==> src/rtl/cpi_pkg.sv <==
/*
  Shared constants and state types for the CO2 sensor pin interface.
  Assumes a single 10 MHz clock and a synchronous, active-high reset.
*/
package cpi_pkg;
  // ==========================================================
  // timing
  localparam int CLK_HZ = 10_000_000;
  localparam int PWM_HZ = 1000;
  localparam int PWM_PERIOD_CYC = CLK_HZ / PWM_HZ;
  localparam int MS_CYC = CLK_HZ / 1000;
  localparam int CAL_AIR_MIN_S = 4;
  localparam int CAL_AIR_MAX_S = 10;
  localparam int CAL_ZERO_MIN_S = 12;
  localparam int BUSY_TIME_MS = 500;
  localparam logic [15:0] CAL_AIR_MIN_MS = 16'(CAL_AIR_MIN_S * 1000);
  localparam logic [15:0] CAL_AIR_MAX_MS = 16'(CAL_AIR_MAX_S * 1000);
  localparam logic [15:0] CAL_ZERO_MIN_MS = 16'(CAL_ZERO_MIN_S * 1000);
  localparam logic [15:0] BUSY_MS = 16'(BUSY_TIME_MS);
  // ==========================================================
  // concentrations in ppm
  localparam logic [15:0] ALARM_TRIG_RST = 16'h03E8;
  localparam logic [15:0] ALARM_REL_RST = 16'h0384;
  localparam int PPM_FULL = 5000;
  localparam logic [17:0] AIR_PPM = 18'h00190;
  localparam logic [17:0] ZERO_PPM = 18'h00000;
  // arbitrary value, not tied to any real part
  localparam logic [31:0] SERIAL_DEFAULT = 32'h5A5A_0001;
  // ==========================================================
  // state
  typedef enum logic [1:0] {
    CPI_CAL_IDLE = 2'h1,
    CPI_CAL_HOLD = 2'h2
  } cpi_cal_e;

  typedef struct packed {
    logic [15:0] trig, rel, raw, corr;
    logic signed [17:0] offset;
    logic alarm, pwm;
    logic [15:0] phase, ms_div;
    logic ms_tick;
    cpi_cal_e cal_st;
    logic [15:0] low_ms, busy_ms;
    logic air, zero, busy, uart, addr_lsb, strap_done, pd, wr_rej, sn_valid;
    logic dp_out, dp_oe_n, sda_rx, rx, scl;
  } cpi_st_s;

  localparam cpi_st_s CPI_ST_RST = '{trig: ALARM_TRIG_RST, rel: ALARM_REL_RST,
    cal_st: CPI_CAL_IDLE, uart: 1'b1, addr_lsb: 1'b1, dp_out: 1'b1,
    rx: 1'b1, scl: 1'b1, sda_rx: 1'b1, default: '0};
endpackage

==> src/rtl/cpi_sensor_pins.sv <==
/*
  Pin-level logic of the CO2 sensor: alarm with hysteresis, 1 kHz PWM, strap
  pins, calibration request timing, busy, shared serial pins, modes, serial no.
  Assumes measurement, UART and I2C engines live outside and talk over ports.
*/
`timescale 1ns/1ps

module cpi_sensor_pins import cpi_pkg::*; #(
  parameter int MS_CYCLES = MS_CYC,
  parameter int PWM_CYCLES = PWM_PERIOD_CYC,
  parameter logic [31:0] SERIAL_NUMBER = SERIAL_DEFAULT
) (
  input wire logic sys_clk_in,
  input wire logic reset_in,
  input wire logic [15:0] meas_ppm_in,
  input wire logic meas_valid_in,
  input wire logic thr_wr_in,
  input wire logic [15:0] thr_trig_in,
  input wire logic [15:0] thr_rel_in,
  input wire logic pd_req_in,
  input wire logic cont_req_in,
  input wire logic busy_req_in,
  input wire logic sn_req_in,
  input wire logic addr_lsb_select_in,
  input wire logic addr_lsb_select_driven_in,
  input wire logic interface_select_in,
  input wire logic interface_select_driven_in,
  input wire logic cal_req_n_in,
  input wire logic cal_req_driven_in,
  input wire logic tx_data_in,
  input wire logic sda_pull_low_in,
  input wire logic data_pin_in,
  input wire logic clk_pin_in,
  output logic [15:0] conc_out,
  output logic alarm_out,
  output logic pwm_out,
  output logic busy_out,
  output logic addr_lsb_out,
  output logic uart_mode_out,
  output logic pd_mode_out,
  output logic cal_mode_out,
  output logic air_adj_out,
  output logic zero_adj_out,
  output logic wr_reject_out,
  output logic sn_valid_out,
  output logic [31:0] sn_out,
  output logic data_pin_out,
  output logic data_pin_oe_n_out,
  output logic sda_rx_out,
  output logic uart_rx_out,
  output logic scl_out
);
  localparam logic [15:0] MS_LAST = 16'(MS_CYCLES - 1);
  localparam logic [15:0] PWM_LAST = 16'(PWM_CYCLES - 1);

  cpi_st_s st_r, st_nxt;
  logic cal_lvl, ifs_lvl, addr_lvl;
  logic signed [17:0] sum;

  function automatic logic in_win(input logic [15:0] v, input logic [15:0] lo,
                                  input logic [15:0] hi);
    in_win = (v >= lo) && (v <= hi);
  endfunction

  // ==========================================================
  // pull-ups: an undriven strap reads High
  assign cal_lvl = cal_req_driven_in ? cal_req_n_in : 1'b1;
  assign ifs_lvl = interface_select_driven_in ? interface_select_in : 1'b1;
  assign addr_lvl = addr_lsb_select_driven_in ? addr_lsb_select_in : 1'b1;
  assign sum = $signed({2'h0, st_r.raw}) + st_r.offset;

  // ==========================================================
  // next state
  always_comb begin
    st_nxt = st_r;
    st_nxt.air = 1'b0;
    st_nxt.zero = 1'b0;
    st_nxt.wr_rej = 1'b0;
    st_nxt.sn_valid = 1'b0;
    st_nxt.ms_tick = 1'b0;
    // straps are caught once, on the first cycle after reset release
    if (!st_r.strap_done) begin
      st_nxt.strap_done = 1'b1;
      st_nxt.uart = ifs_lvl;
      st_nxt.addr_lsb = addr_lvl;
    end
    if (meas_valid_in) begin
      st_nxt.raw = meas_ppm_in;
    end
    // corrected concentration, clamped to the 16-bit range
    if (sum < 0) begin
      st_nxt.corr = 16'h0000;
    end else if (sum > 18'sh0FFFF) begin
      st_nxt.corr = 16'hFFFF;
    end else begin
      st_nxt.corr = sum[15:0];
    end
    // I2C writes are only honoured in power-down; UART writes always
    if (thr_wr_in) begin
      if (st_r.uart || st_r.pd) begin
        st_nxt.trig = thr_trig_in;
        st_nxt.rel = thr_rel_in;
      end else begin
        st_nxt.wr_rej = 1'b1;
      end
    end
    if (st_r.corr >= st_r.trig) begin
      st_nxt.alarm = 1'b1;
    end else if (st_r.corr < st_r.rel) begin
      st_nxt.alarm = 1'b0;
    end
    st_nxt.phase = (st_r.phase >= PWM_LAST) ? 16'h0000 : st_r.phase + 16'h0001;
    st_nxt.pwm = (32'(st_r.phase) * 32'(PPM_FULL)) <
                 (32'(st_r.corr) * 32'(PWM_CYCLES));
    if (st_r.ms_div >= MS_LAST) begin
      st_nxt.ms_div = 16'h0000;
      st_nxt.ms_tick = 1'b1;
    end else begin
      st_nxt.ms_div = st_r.ms_div + 16'h0001;
    end
    // judged on release so a long hold never fires air then zero
    case (st_r.cal_st)
      CPI_CAL_IDLE: begin
        if (!cal_lvl) begin
          st_nxt.cal_st = CPI_CAL_HOLD;
          st_nxt.low_ms = 16'h0000;
        end
      end
      CPI_CAL_HOLD: begin
        if (cal_lvl) begin
          st_nxt.cal_st = CPI_CAL_IDLE;
          if (in_win(st_r.low_ms, CAL_AIR_MIN_MS, CAL_AIR_MAX_MS)) begin
            st_nxt.air = 1'b1;
            st_nxt.offset = $signed(AIR_PPM) - $signed({2'h0, st_r.raw});
          end else if (in_win(st_r.low_ms, CAL_ZERO_MIN_MS, 16'hFFFF)) begin
            st_nxt.zero = 1'b1;
            st_nxt.offset = $signed(ZERO_PPM) - $signed({2'h0, st_r.raw});
          end
          // any other hold length leaves the offset alone
        end else if (st_r.ms_tick && st_r.low_ms != 16'hFFFF) begin
          st_nxt.low_ms = st_r.low_ms + 16'h0001;
        end
      end
      default: begin
        st_nxt.cal_st = CPI_CAL_IDLE;
      end
    endcase
    // adjustment is internal processing, so it also raises busy
    if (busy_req_in || st_r.air || st_r.zero) begin
      st_nxt.busy = 1'b1;
      st_nxt.busy_ms = 16'h0000;
    end else if (st_r.busy && st_r.ms_tick) begin
      if (st_r.busy_ms >= BUSY_MS - 16'h0001) begin
        st_nxt.busy = 1'b0;
      end else begin
        st_nxt.busy_ms = st_r.busy_ms + 16'h0001;
      end
    end
    if (pd_req_in && !cont_req_in) begin
      st_nxt.pd = 1'b1;
    end else if (cont_req_in && !pd_req_in) begin
      st_nxt.pd = 1'b0;
    end
    st_nxt.sn_valid = sn_req_in;
    // shared pins
    st_nxt.dp_out = st_r.uart ? tx_data_in : 1'b0;
    st_nxt.dp_oe_n = st_r.uart ? 1'b0 : !sda_pull_low_in;
    st_nxt.sda_rx = st_r.uart ? 1'b1 : data_pin_in;
    st_nxt.rx = st_r.uart ? clk_pin_in : 1'b1;
    st_nxt.scl = st_r.uart ? 1'b1 : clk_pin_in;
  end

  always_ff @(posedge sys_clk_in) begin
    if (reset_in) begin
      st_r <= CPI_ST_RST;
    end else begin
      st_r <= st_nxt;
    end
  end

  // ==========================================================
  // outputs
  assign conc_out = st_r.corr;
  assign alarm_out = st_r.alarm;
  assign pwm_out = st_r.pwm;
  assign busy_out = st_r.busy;
  assign addr_lsb_out = st_r.addr_lsb;
  assign uart_mode_out = st_r.uart;
  assign pd_mode_out = st_r.pd;
  assign cal_mode_out = st_r.cal_st[1];
  assign air_adj_out = st_r.air;
  assign zero_adj_out = st_r.zero;
  assign wr_reject_out = st_r.wr_rej;
  assign sn_valid_out = st_r.sn_valid;
  assign sn_out = SERIAL_NUMBER;
  assign data_pin_out = st_r.dp_out;
  assign data_pin_oe_n_out = st_r.dp_oe_n;
  assign sda_rx_out = st_r.sda_rx;
  assign uart_rx_out = st_r.rx;
  assign scl_out = st_r.scl;

  // ==========================================================
  // checks
  alarm_set_a: assert property (@(posedge sys_clk_in) disable iff (reset_in)
    st_r.corr >= st_r.trig |=> alarm_out) else $error("alarm not raised at trigger");
  alarm_hyst_a: assert property (@(posedge sys_clk_in) disable iff (reset_in)
    st_r.corr < st_r.trig && st_r.corr >= st_r.rel |=> $stable(alarm_out))
    else $error("alarm moved inside hysteresis band");
  alarm_clr_a: assert property (@(posedge sys_clk_in) disable iff (reset_in)
    st_r.corr < st_r.rel && st_r.corr < st_r.trig |=> !alarm_out)
    else $error("alarm not released");
  thr_write_a: assert property (@(posedge sys_clk_in) disable iff (reset_in)
    thr_wr_in && (st_r.uart || st_r.pd) |=> st_r.trig == $past(thr_trig_in)
      && st_r.rel == $past(thr_rel_in)) else $error("threshold write lost");
  pwm_wrap_a: assert property (@(posedge sys_clk_in) disable iff (reset_in)
    st_r.phase == PWM_LAST |=> st_r.phase == 16'h0000) else $error("pwm period wrong");
  pwm_ends_a: assert property (@(posedge sys_clk_in) disable iff (reset_in)
    (st_r.corr == 16'h0000 |=> !pwm_out) and (st_r.corr >= 16'(PPM_FULL) |=> pwm_out))
    else $error("pwm duty end point wrong");
  strap_hold_a: assert property (@(posedge sys_clk_in) disable iff (reset_in)
    st_r.strap_done |=> $stable(uart_mode_out) && $stable(addr_lsb_out))
    else $error("strap changed after reset");
  air_adj_a: assert property (@(posedge sys_clk_in) disable iff (reset_in)
    st_r.cal_st == CPI_CAL_HOLD && cal_lvl
      && in_win(st_r.low_ms, CAL_AIR_MIN_MS, CAL_AIR_MAX_MS)
      |=> air_adj_out && !zero_adj_out
      ##1 (conc_out == 16'(AIR_PPM) || $past(meas_valid_in, 2)))
    else $error("air adjust missing");
  zero_adj_a: assert property (@(posedge sys_clk_in) disable iff (reset_in)
    st_r.cal_st == CPI_CAL_HOLD && cal_lvl && st_r.low_ms >= CAL_ZERO_MIN_MS
      |=> zero_adj_out && !air_adj_out) else $error("zero adjust missing");
  no_adj_a: assert property (@(posedge sys_clk_in) disable iff (reset_in)
    st_r.cal_st == CPI_CAL_HOLD && cal_lvl && (st_r.low_ms < CAL_AIR_MIN_MS
      || (st_r.low_ms > CAL_AIR_MAX_MS && st_r.low_ms < CAL_ZERO_MIN_MS))
      |=> !air_adj_out && !zero_adj_out) else $error("unexpected adjustment");
  busy_start_a: assert property (@(posedge sys_clk_in) disable iff (reset_in)
    busy_req_in |=> busy_out [*2]) else $error("busy not raised");
  pin_route_a: assert property (@(posedge sys_clk_in) disable iff (reset_in)
    st_r.uart |=> !data_pin_oe_n_out && sda_rx_out) else $error("tx pin not driven");
  scl_route_a: assert property (@(posedge sys_clk_in) disable iff (reset_in)
    !st_r.uart |=> uart_rx_out && scl_out == $past(clk_pin_in))
    else $error("scl routing wrong");
  pd_mode_a: assert property (@(posedge sys_clk_in) disable iff (reset_in)
    pd_req_in && !cont_req_in |=> pd_mode_out) else $error("power down not entered");
  sn_read_a: assert property (@(posedge sys_clk_in) disable iff (reset_in)
    sn_req_in |=> sn_valid_out && sn_out == SERIAL_NUMBER) else $error("serial not sent");
  sn_pulse_a: assert property (@(posedge sys_clk_in) disable iff (reset_in)
    !sn_req_in |=> !sn_valid_out) else $error("serial valid without request");

  // ==========================================================
  // strap, pin, mode, write-reject and busy checks
  // sampled reset in an antecedent keeps the release edge out of the checks that have it
  strap_mode_a: assert property (@(posedge sys_clk_in) disable iff (reset_in)
    !reset_in && !st_r.strap_done |=> uart_mode_out
      == $past(!interface_select_driven_in || interface_select_in))
    else $error("interface strap not taken");
  addr_strap_a: assert property (@(posedge sys_clk_in) disable iff (reset_in)
    !reset_in && !st_r.strap_done |=> addr_lsb_out
      == $past(!addr_lsb_select_driven_in || addr_lsb_select_in))
    else $error("address strap not taken");
  cal_enter_a: assert property (@(posedge sys_clk_in) disable iff (reset_in)
    !reset_in && st_r.cal_st == CPI_CAL_IDLE && cal_req_driven_in && !cal_req_n_in
      |=> cal_mode_out) else $error("calibration mode not entered");
  wr_reject_a: assert property (@(posedge sys_clk_in) disable iff (reset_in)
    thr_wr_in && !st_r.uart && !st_r.pd |=> wr_reject_out
      && st_r.trig == $past(st_r.trig) && st_r.rel == $past(st_r.rel))
    else $error("threshold write not refused");
  i2c_pin_a: assert property (@(posedge sys_clk_in) disable iff (reset_in)
    !reset_in && !st_r.uart |=> !data_pin_out && sda_rx_out == $past(data_pin_in)
      && data_pin_oe_n_out == $past(!sda_pull_low_in)) else $error("sda routing wrong");
  rx_route_a: assert property (@(posedge sys_clk_in) disable iff (reset_in)
    !reset_in && st_r.uart |=> scl_out && uart_rx_out == $past(clk_pin_in))
    else $error("rx routing wrong");
  cont_mode_a: assert property (@(posedge sys_clk_in) disable iff (reset_in)
    cont_req_in && !pd_req_in |=> !pd_mode_out) else $error("continuous mode not entered");
  pd_hold_a: assert property (@(posedge sys_clk_in) disable iff (reset_in)
    !reset_in && !pd_req_in && !cont_req_in |=> $stable(pd_mode_out))
    else $error("mode changed without request");
  busy_end_a: assert property (@(posedge sys_clk_in) disable iff (reset_in)
    !busy_req_in && !st_r.air && !st_r.zero && st_r.busy_ms == BUSY_MS - 16'h0001
      && st_r.ms_tick |=> !busy_out) else $error("busy held too long");
endmodule

==> config.mk <==
export PLATFORM = sky130hd
export DESIGN_NAME = cpi_sensor_pins
export DESIGN_NICKNAME = d
export VERILOG_FILES = /design/src/rtl/cpi_pkg.sv /design/src/rtl/cpi_sensor_pins.sv
export SDC_FILE = /design/constraint.sdc
export NUM_CORES = 1
export LEC_CHECK = 0
export ABC_AREA = 1
export BUFFER_PORTS_ARGS = -buffer_cell sky130_fd_sc_hd__buf_4
export CAP_MARGIN = 15
export CORE_MARGIN = 1
export CORE_UTILIZATION = 55
export CTS_CLUSTER_DIAMETER = 120
export DETAILED_ROUTE_END_ITERATION = 8
export PLACE_DENSITY_LB_ADDON = 0.15
export SYNTH_ARGS = -nofsm -noshare
export SYNTH_HDL_FRONTEND = slang
export SYNTH_SLANG_ARGS = --single-unit
==> constraint.sdc <==
create_clock -name sys_clk_in -period 12.2 [get_ports sys_clk_in]
set_input_delay 1.22 -clock sys_clk_in [delete_from_list [all_inputs] [get_ports sys_clk_in]]
set_output_delay 1.22 -clock sys_clk_in [all_outputs]
set_load 0.05 [all_outputs]
==> run_results.csv <==
group,metric,value,unit
die,die-area,27400,sq um
clock_tree,cts_made_buffers,17,
yosys,seq_area_frac_synth,0.223,
placed_design,io_buffer_count,97,
route,drc,4,
outcome,violations,"DRC",
sta,maxSlewHeadroom,0.510,
power_and_ir_drop,power.share.combinational,0.240,
outcome,status,"finished with violations",
placed_design,hpwl,26.6,mm
grt,grt_pass1_wl,53.9,mm
clock_tree,cts_max_path_buffers,2,
sta,hold_ws,0.452,ns
power_and_ir_drop,power_frac_seq,0.386,
flow_run,cap_viol_max_count,0,
power_and_ir_drop,p_clk_frac,0.374,
die,die_h,165,microns
power_and_ir_drop,p_leak,8.43,nW
critical_path,reg2reg_from,"conc_out[6]",
power_and_ir_drop,peakVddDrop,0.0000991,V
grt,grt_pass1_vias,11600,
yosys,synth_edf_count,0,
sta,slew_violations,0,
route,dr_total_vias,11900,
route,viasPerCell,5.12,
sta,worstMarginPinSlew,0.735,ns
sta,setup_tns,0,ns
finish,synthToLayoutAreaGrowth,9.47,%
critical_path,path_cells,"inv_1 > fa_1 > inv_1 > ha_1 > fa_1 > ha_1 > inv_1 > fa_1 > inv_1 > ha_1 > nand2_1 > nor2_1 > inv_1 > o21ai_0 > a21oi_1 > o211ai_1 > nand2_1 > ha_1 > nand2_1 > nor2_1 > nand4_1 > nor3_1 > nor2_1",
min_path,worstHoldStart,"st_r[49]",
critical_path,worst_path_max_delay_cell,"fa_1",
yosys,synth-seq-cells,164,
grt,grt.total_usage,0.246,
die,initial_core_util,0.562,
sta,period_needed,5.52,ns
yosys,synth_top_cell_area_share,0.223,
placed_design,gp_congestion,0.896,
sta,setup_viol,0,
route,wl_per_cell,13.9,microns
clock_tree,cts_hold_buffers,0,
power_and_ir_drop,power.density,92.4,nW/um^2
finish,fill_cells,2506,
critical_path,required,12.52,ns
critical_path,criticalPathCategory,"reg -> reg",
grt,grt_max_degree,60,
yosys,yosys.area.top_type,"dfxtp_1",
power_and_ir_drop,p_int,0.966,mW
power_and_ir_drop,switchingPower,0.522,mW
route,drt_pre_antenna_iters,7,
die,ios,130,
critical_path,slowest_delay,0.57,ns
grt,overflow,0,
route,routed_wirelength,32.3,mm
yosys,avgSynthCellArea,7.69,sq um
yosys,synthTopCellsByArea,"dfxtp_1, ha_1, inv_1, fa_1, nand2_1",
clock_tree,clock-sinks,164,
yosys,synth-async-reset-ratio,0,
critical_path,startpoint_type,"register",
grt,antenna_found_initial,0,
sta,finalHoldViolCount,0,
finish,largest_reg_flops,132,
clock_tree,cts_tree,"done",
die,die_w,165,microns
sta,fin_crit_sh,0.452,
yosys,synthesis.area,14700,sq um
sta,skew,0.0172,ns
clock_tree,clock_latency,0.43,ns
power_and_ir_drop,sw_frac_of_total,0.351,
critical_path,cp-startpoint,"conc_out[6]",
yosys,ys_top_cells_by_count,"inv_1, nand2_1, ha_1, a21oi_1, dfxtp_1",
finish,layout.nets,2360,
yosys,yosysMostFrequentCell,"inv_1",
critical_path,crit_path_end_kind,"register",
yosys,synthCells,1912,
die,rows,59,
yosys,ys.flop_type,"dfxtp_1",
critical_path,path_common_cell,"inv_1",
clock_tree,clkTransAtPathRegs,0.08,ns
route,drt.antenna.violating_nets,0,
clock_tree,cts_setup_buffers,0,
die,core-area,26100,sq um
min_path,hold_path.class,"reg -> reg",
sta,fmax,181,MHz
finish,drive_above_1_share,0.0846,
critical_path,cp_max_fo,6,
critical_path,critPathArrivalTime,5.84,ns
clock_tree,htreeDepth,4,
finish,regMostFlops,"st_r",
clock_tree,cts_root_buf,"clkbuf_16",
sta,rsz0062_at_grt,"no",
yosys,yosysWarnings,0,
finish,antenna_cells,0,
clock_tree,cts_resized,0,
route,drtIter0Drc,531,
yosys,synth.distinct_cells,55,
cell usage in the layout (no fill, tap or decap), types with 3 or more instances in the layout:
cell	Yosys	routed
a211oi_1	7	7
a21oi_1	172	172
buf_4	48	101
clkinv_8	0	6
a21o_1	4	4
o21ai_0	101	101
nor2_4	3	3
nor3_1	22	22
inv_1	380	379
inv_2	4	5
nand2_4	4	4
a31oi_1	7	7
inv_6	0	4
xor2_1	53	53
nor2_1	127	127
o211ai_1	16	16
o21a_1	4	4
dfxtp_1	164	164
o21ai_2	3	3
nand2_1	252	252
a21oi_2	5	5
nand3_1	73	73
conb_1	2	34
xnor2_1	24	24
nand4_1	27	27
fa_1	71	71
ha_1	239	239
o21ai_1	17	17
nor4_1	10	10
nand2_2	4	4
o21bai_1	8	8
clkbuf_16	0	17
nor3b_1	3	3
worst max-delay path: cells and delay by family (launching register included):
| kind | cells | cell delay, ns |
|---|---|---|
| adders and majority gates | 7 | 2.78 |
| buffers and inverters | 5 | 0.39 |
| AOI/OAI and AO/OA | 3 | 0.69 |
| and+or+nand+nor | 8 | 0.98 |
| DFF | 1 | 0.56 |
power by group through the flow:
| stage | Sequential [mW] | Clock, mW | Combinational, mW |
|---|---|---|---|
| 2_1_floorplan | 0.588 | 0 | 0.272 |
| 3_3_place_gp | 0.586 | 0 | 0.348 |
| 3_5_place_dp | 0.587 | 0 | 0.357 |
| 4_1_cts | 0.574 | 0.565 | 0.360 |
| 5_1_grt | 0.577 | 0.587 | 0.411 |
| 6_report | 0.574 | 0.556 | 0.358 |
cell type report:
class | count | area [sq um] | area share
clock buffer | 17 | 425 | 0.0264
timing repair buffer | 101 | 758 | 0.0471
tap | 335 | 419 | 0.0260
multi-input combinational | 1316 | 9570 | 0.595
sequential | 164 | 3280 | 0.204
clock inverter | 15 | 196 | 0.0122
inverter | 384 | 1440 | 0.0896
worst paths after layout:
kind | cells after the start | end | slack [ns]
setup / recovery | 23 | pwm_out | 6.68
hold / removal | 1 | st_r[49] | 0.45
setup reg to reg | 23 | pwm_out | 6.68
hold reg to reg | 1 | st_r[49] | 0.45
routing by layer:
metal  vias up  global-route usage  part of all wire
met4         0              0.0645             0.016
met1      5495               0.325              0.48
li1       6254                   -                 -
met5         -                   0                 0
met2       158               0.424              0.48
met3        35              0.0272             0.022
cells by family after synthesis:
group                      Yosys count  synth area share
and+or+nand+nor                    538             0.161
buffers and inverters              464             0.134
AOI/OAI and AO/OA                  357             0.135
adders and majority gates          310             0.300
DFF                                164             0.223
xor gates and xnor gates            77            0.0459
other                                2          0.000511
metrics by stage:
step           worst slack [ns]  instances   util  power [mW]  cell area (sq um)
6_report                   6.68       2332  0.616        1.49              16100
5_1_grt                    6.21       2332  0.616        1.57              16100
4_1_cts                    6.62       2332  0.616        1.50              16100
3_5_place_dp               6.65       2300  0.592       0.944              15500
3_3_place_gp               6.79       2300  0.592       0.935              15500
2_1_floorplan              7.39       1944      -       0.860              14800
Note: power is estimated with default switching activity, not from simulation.
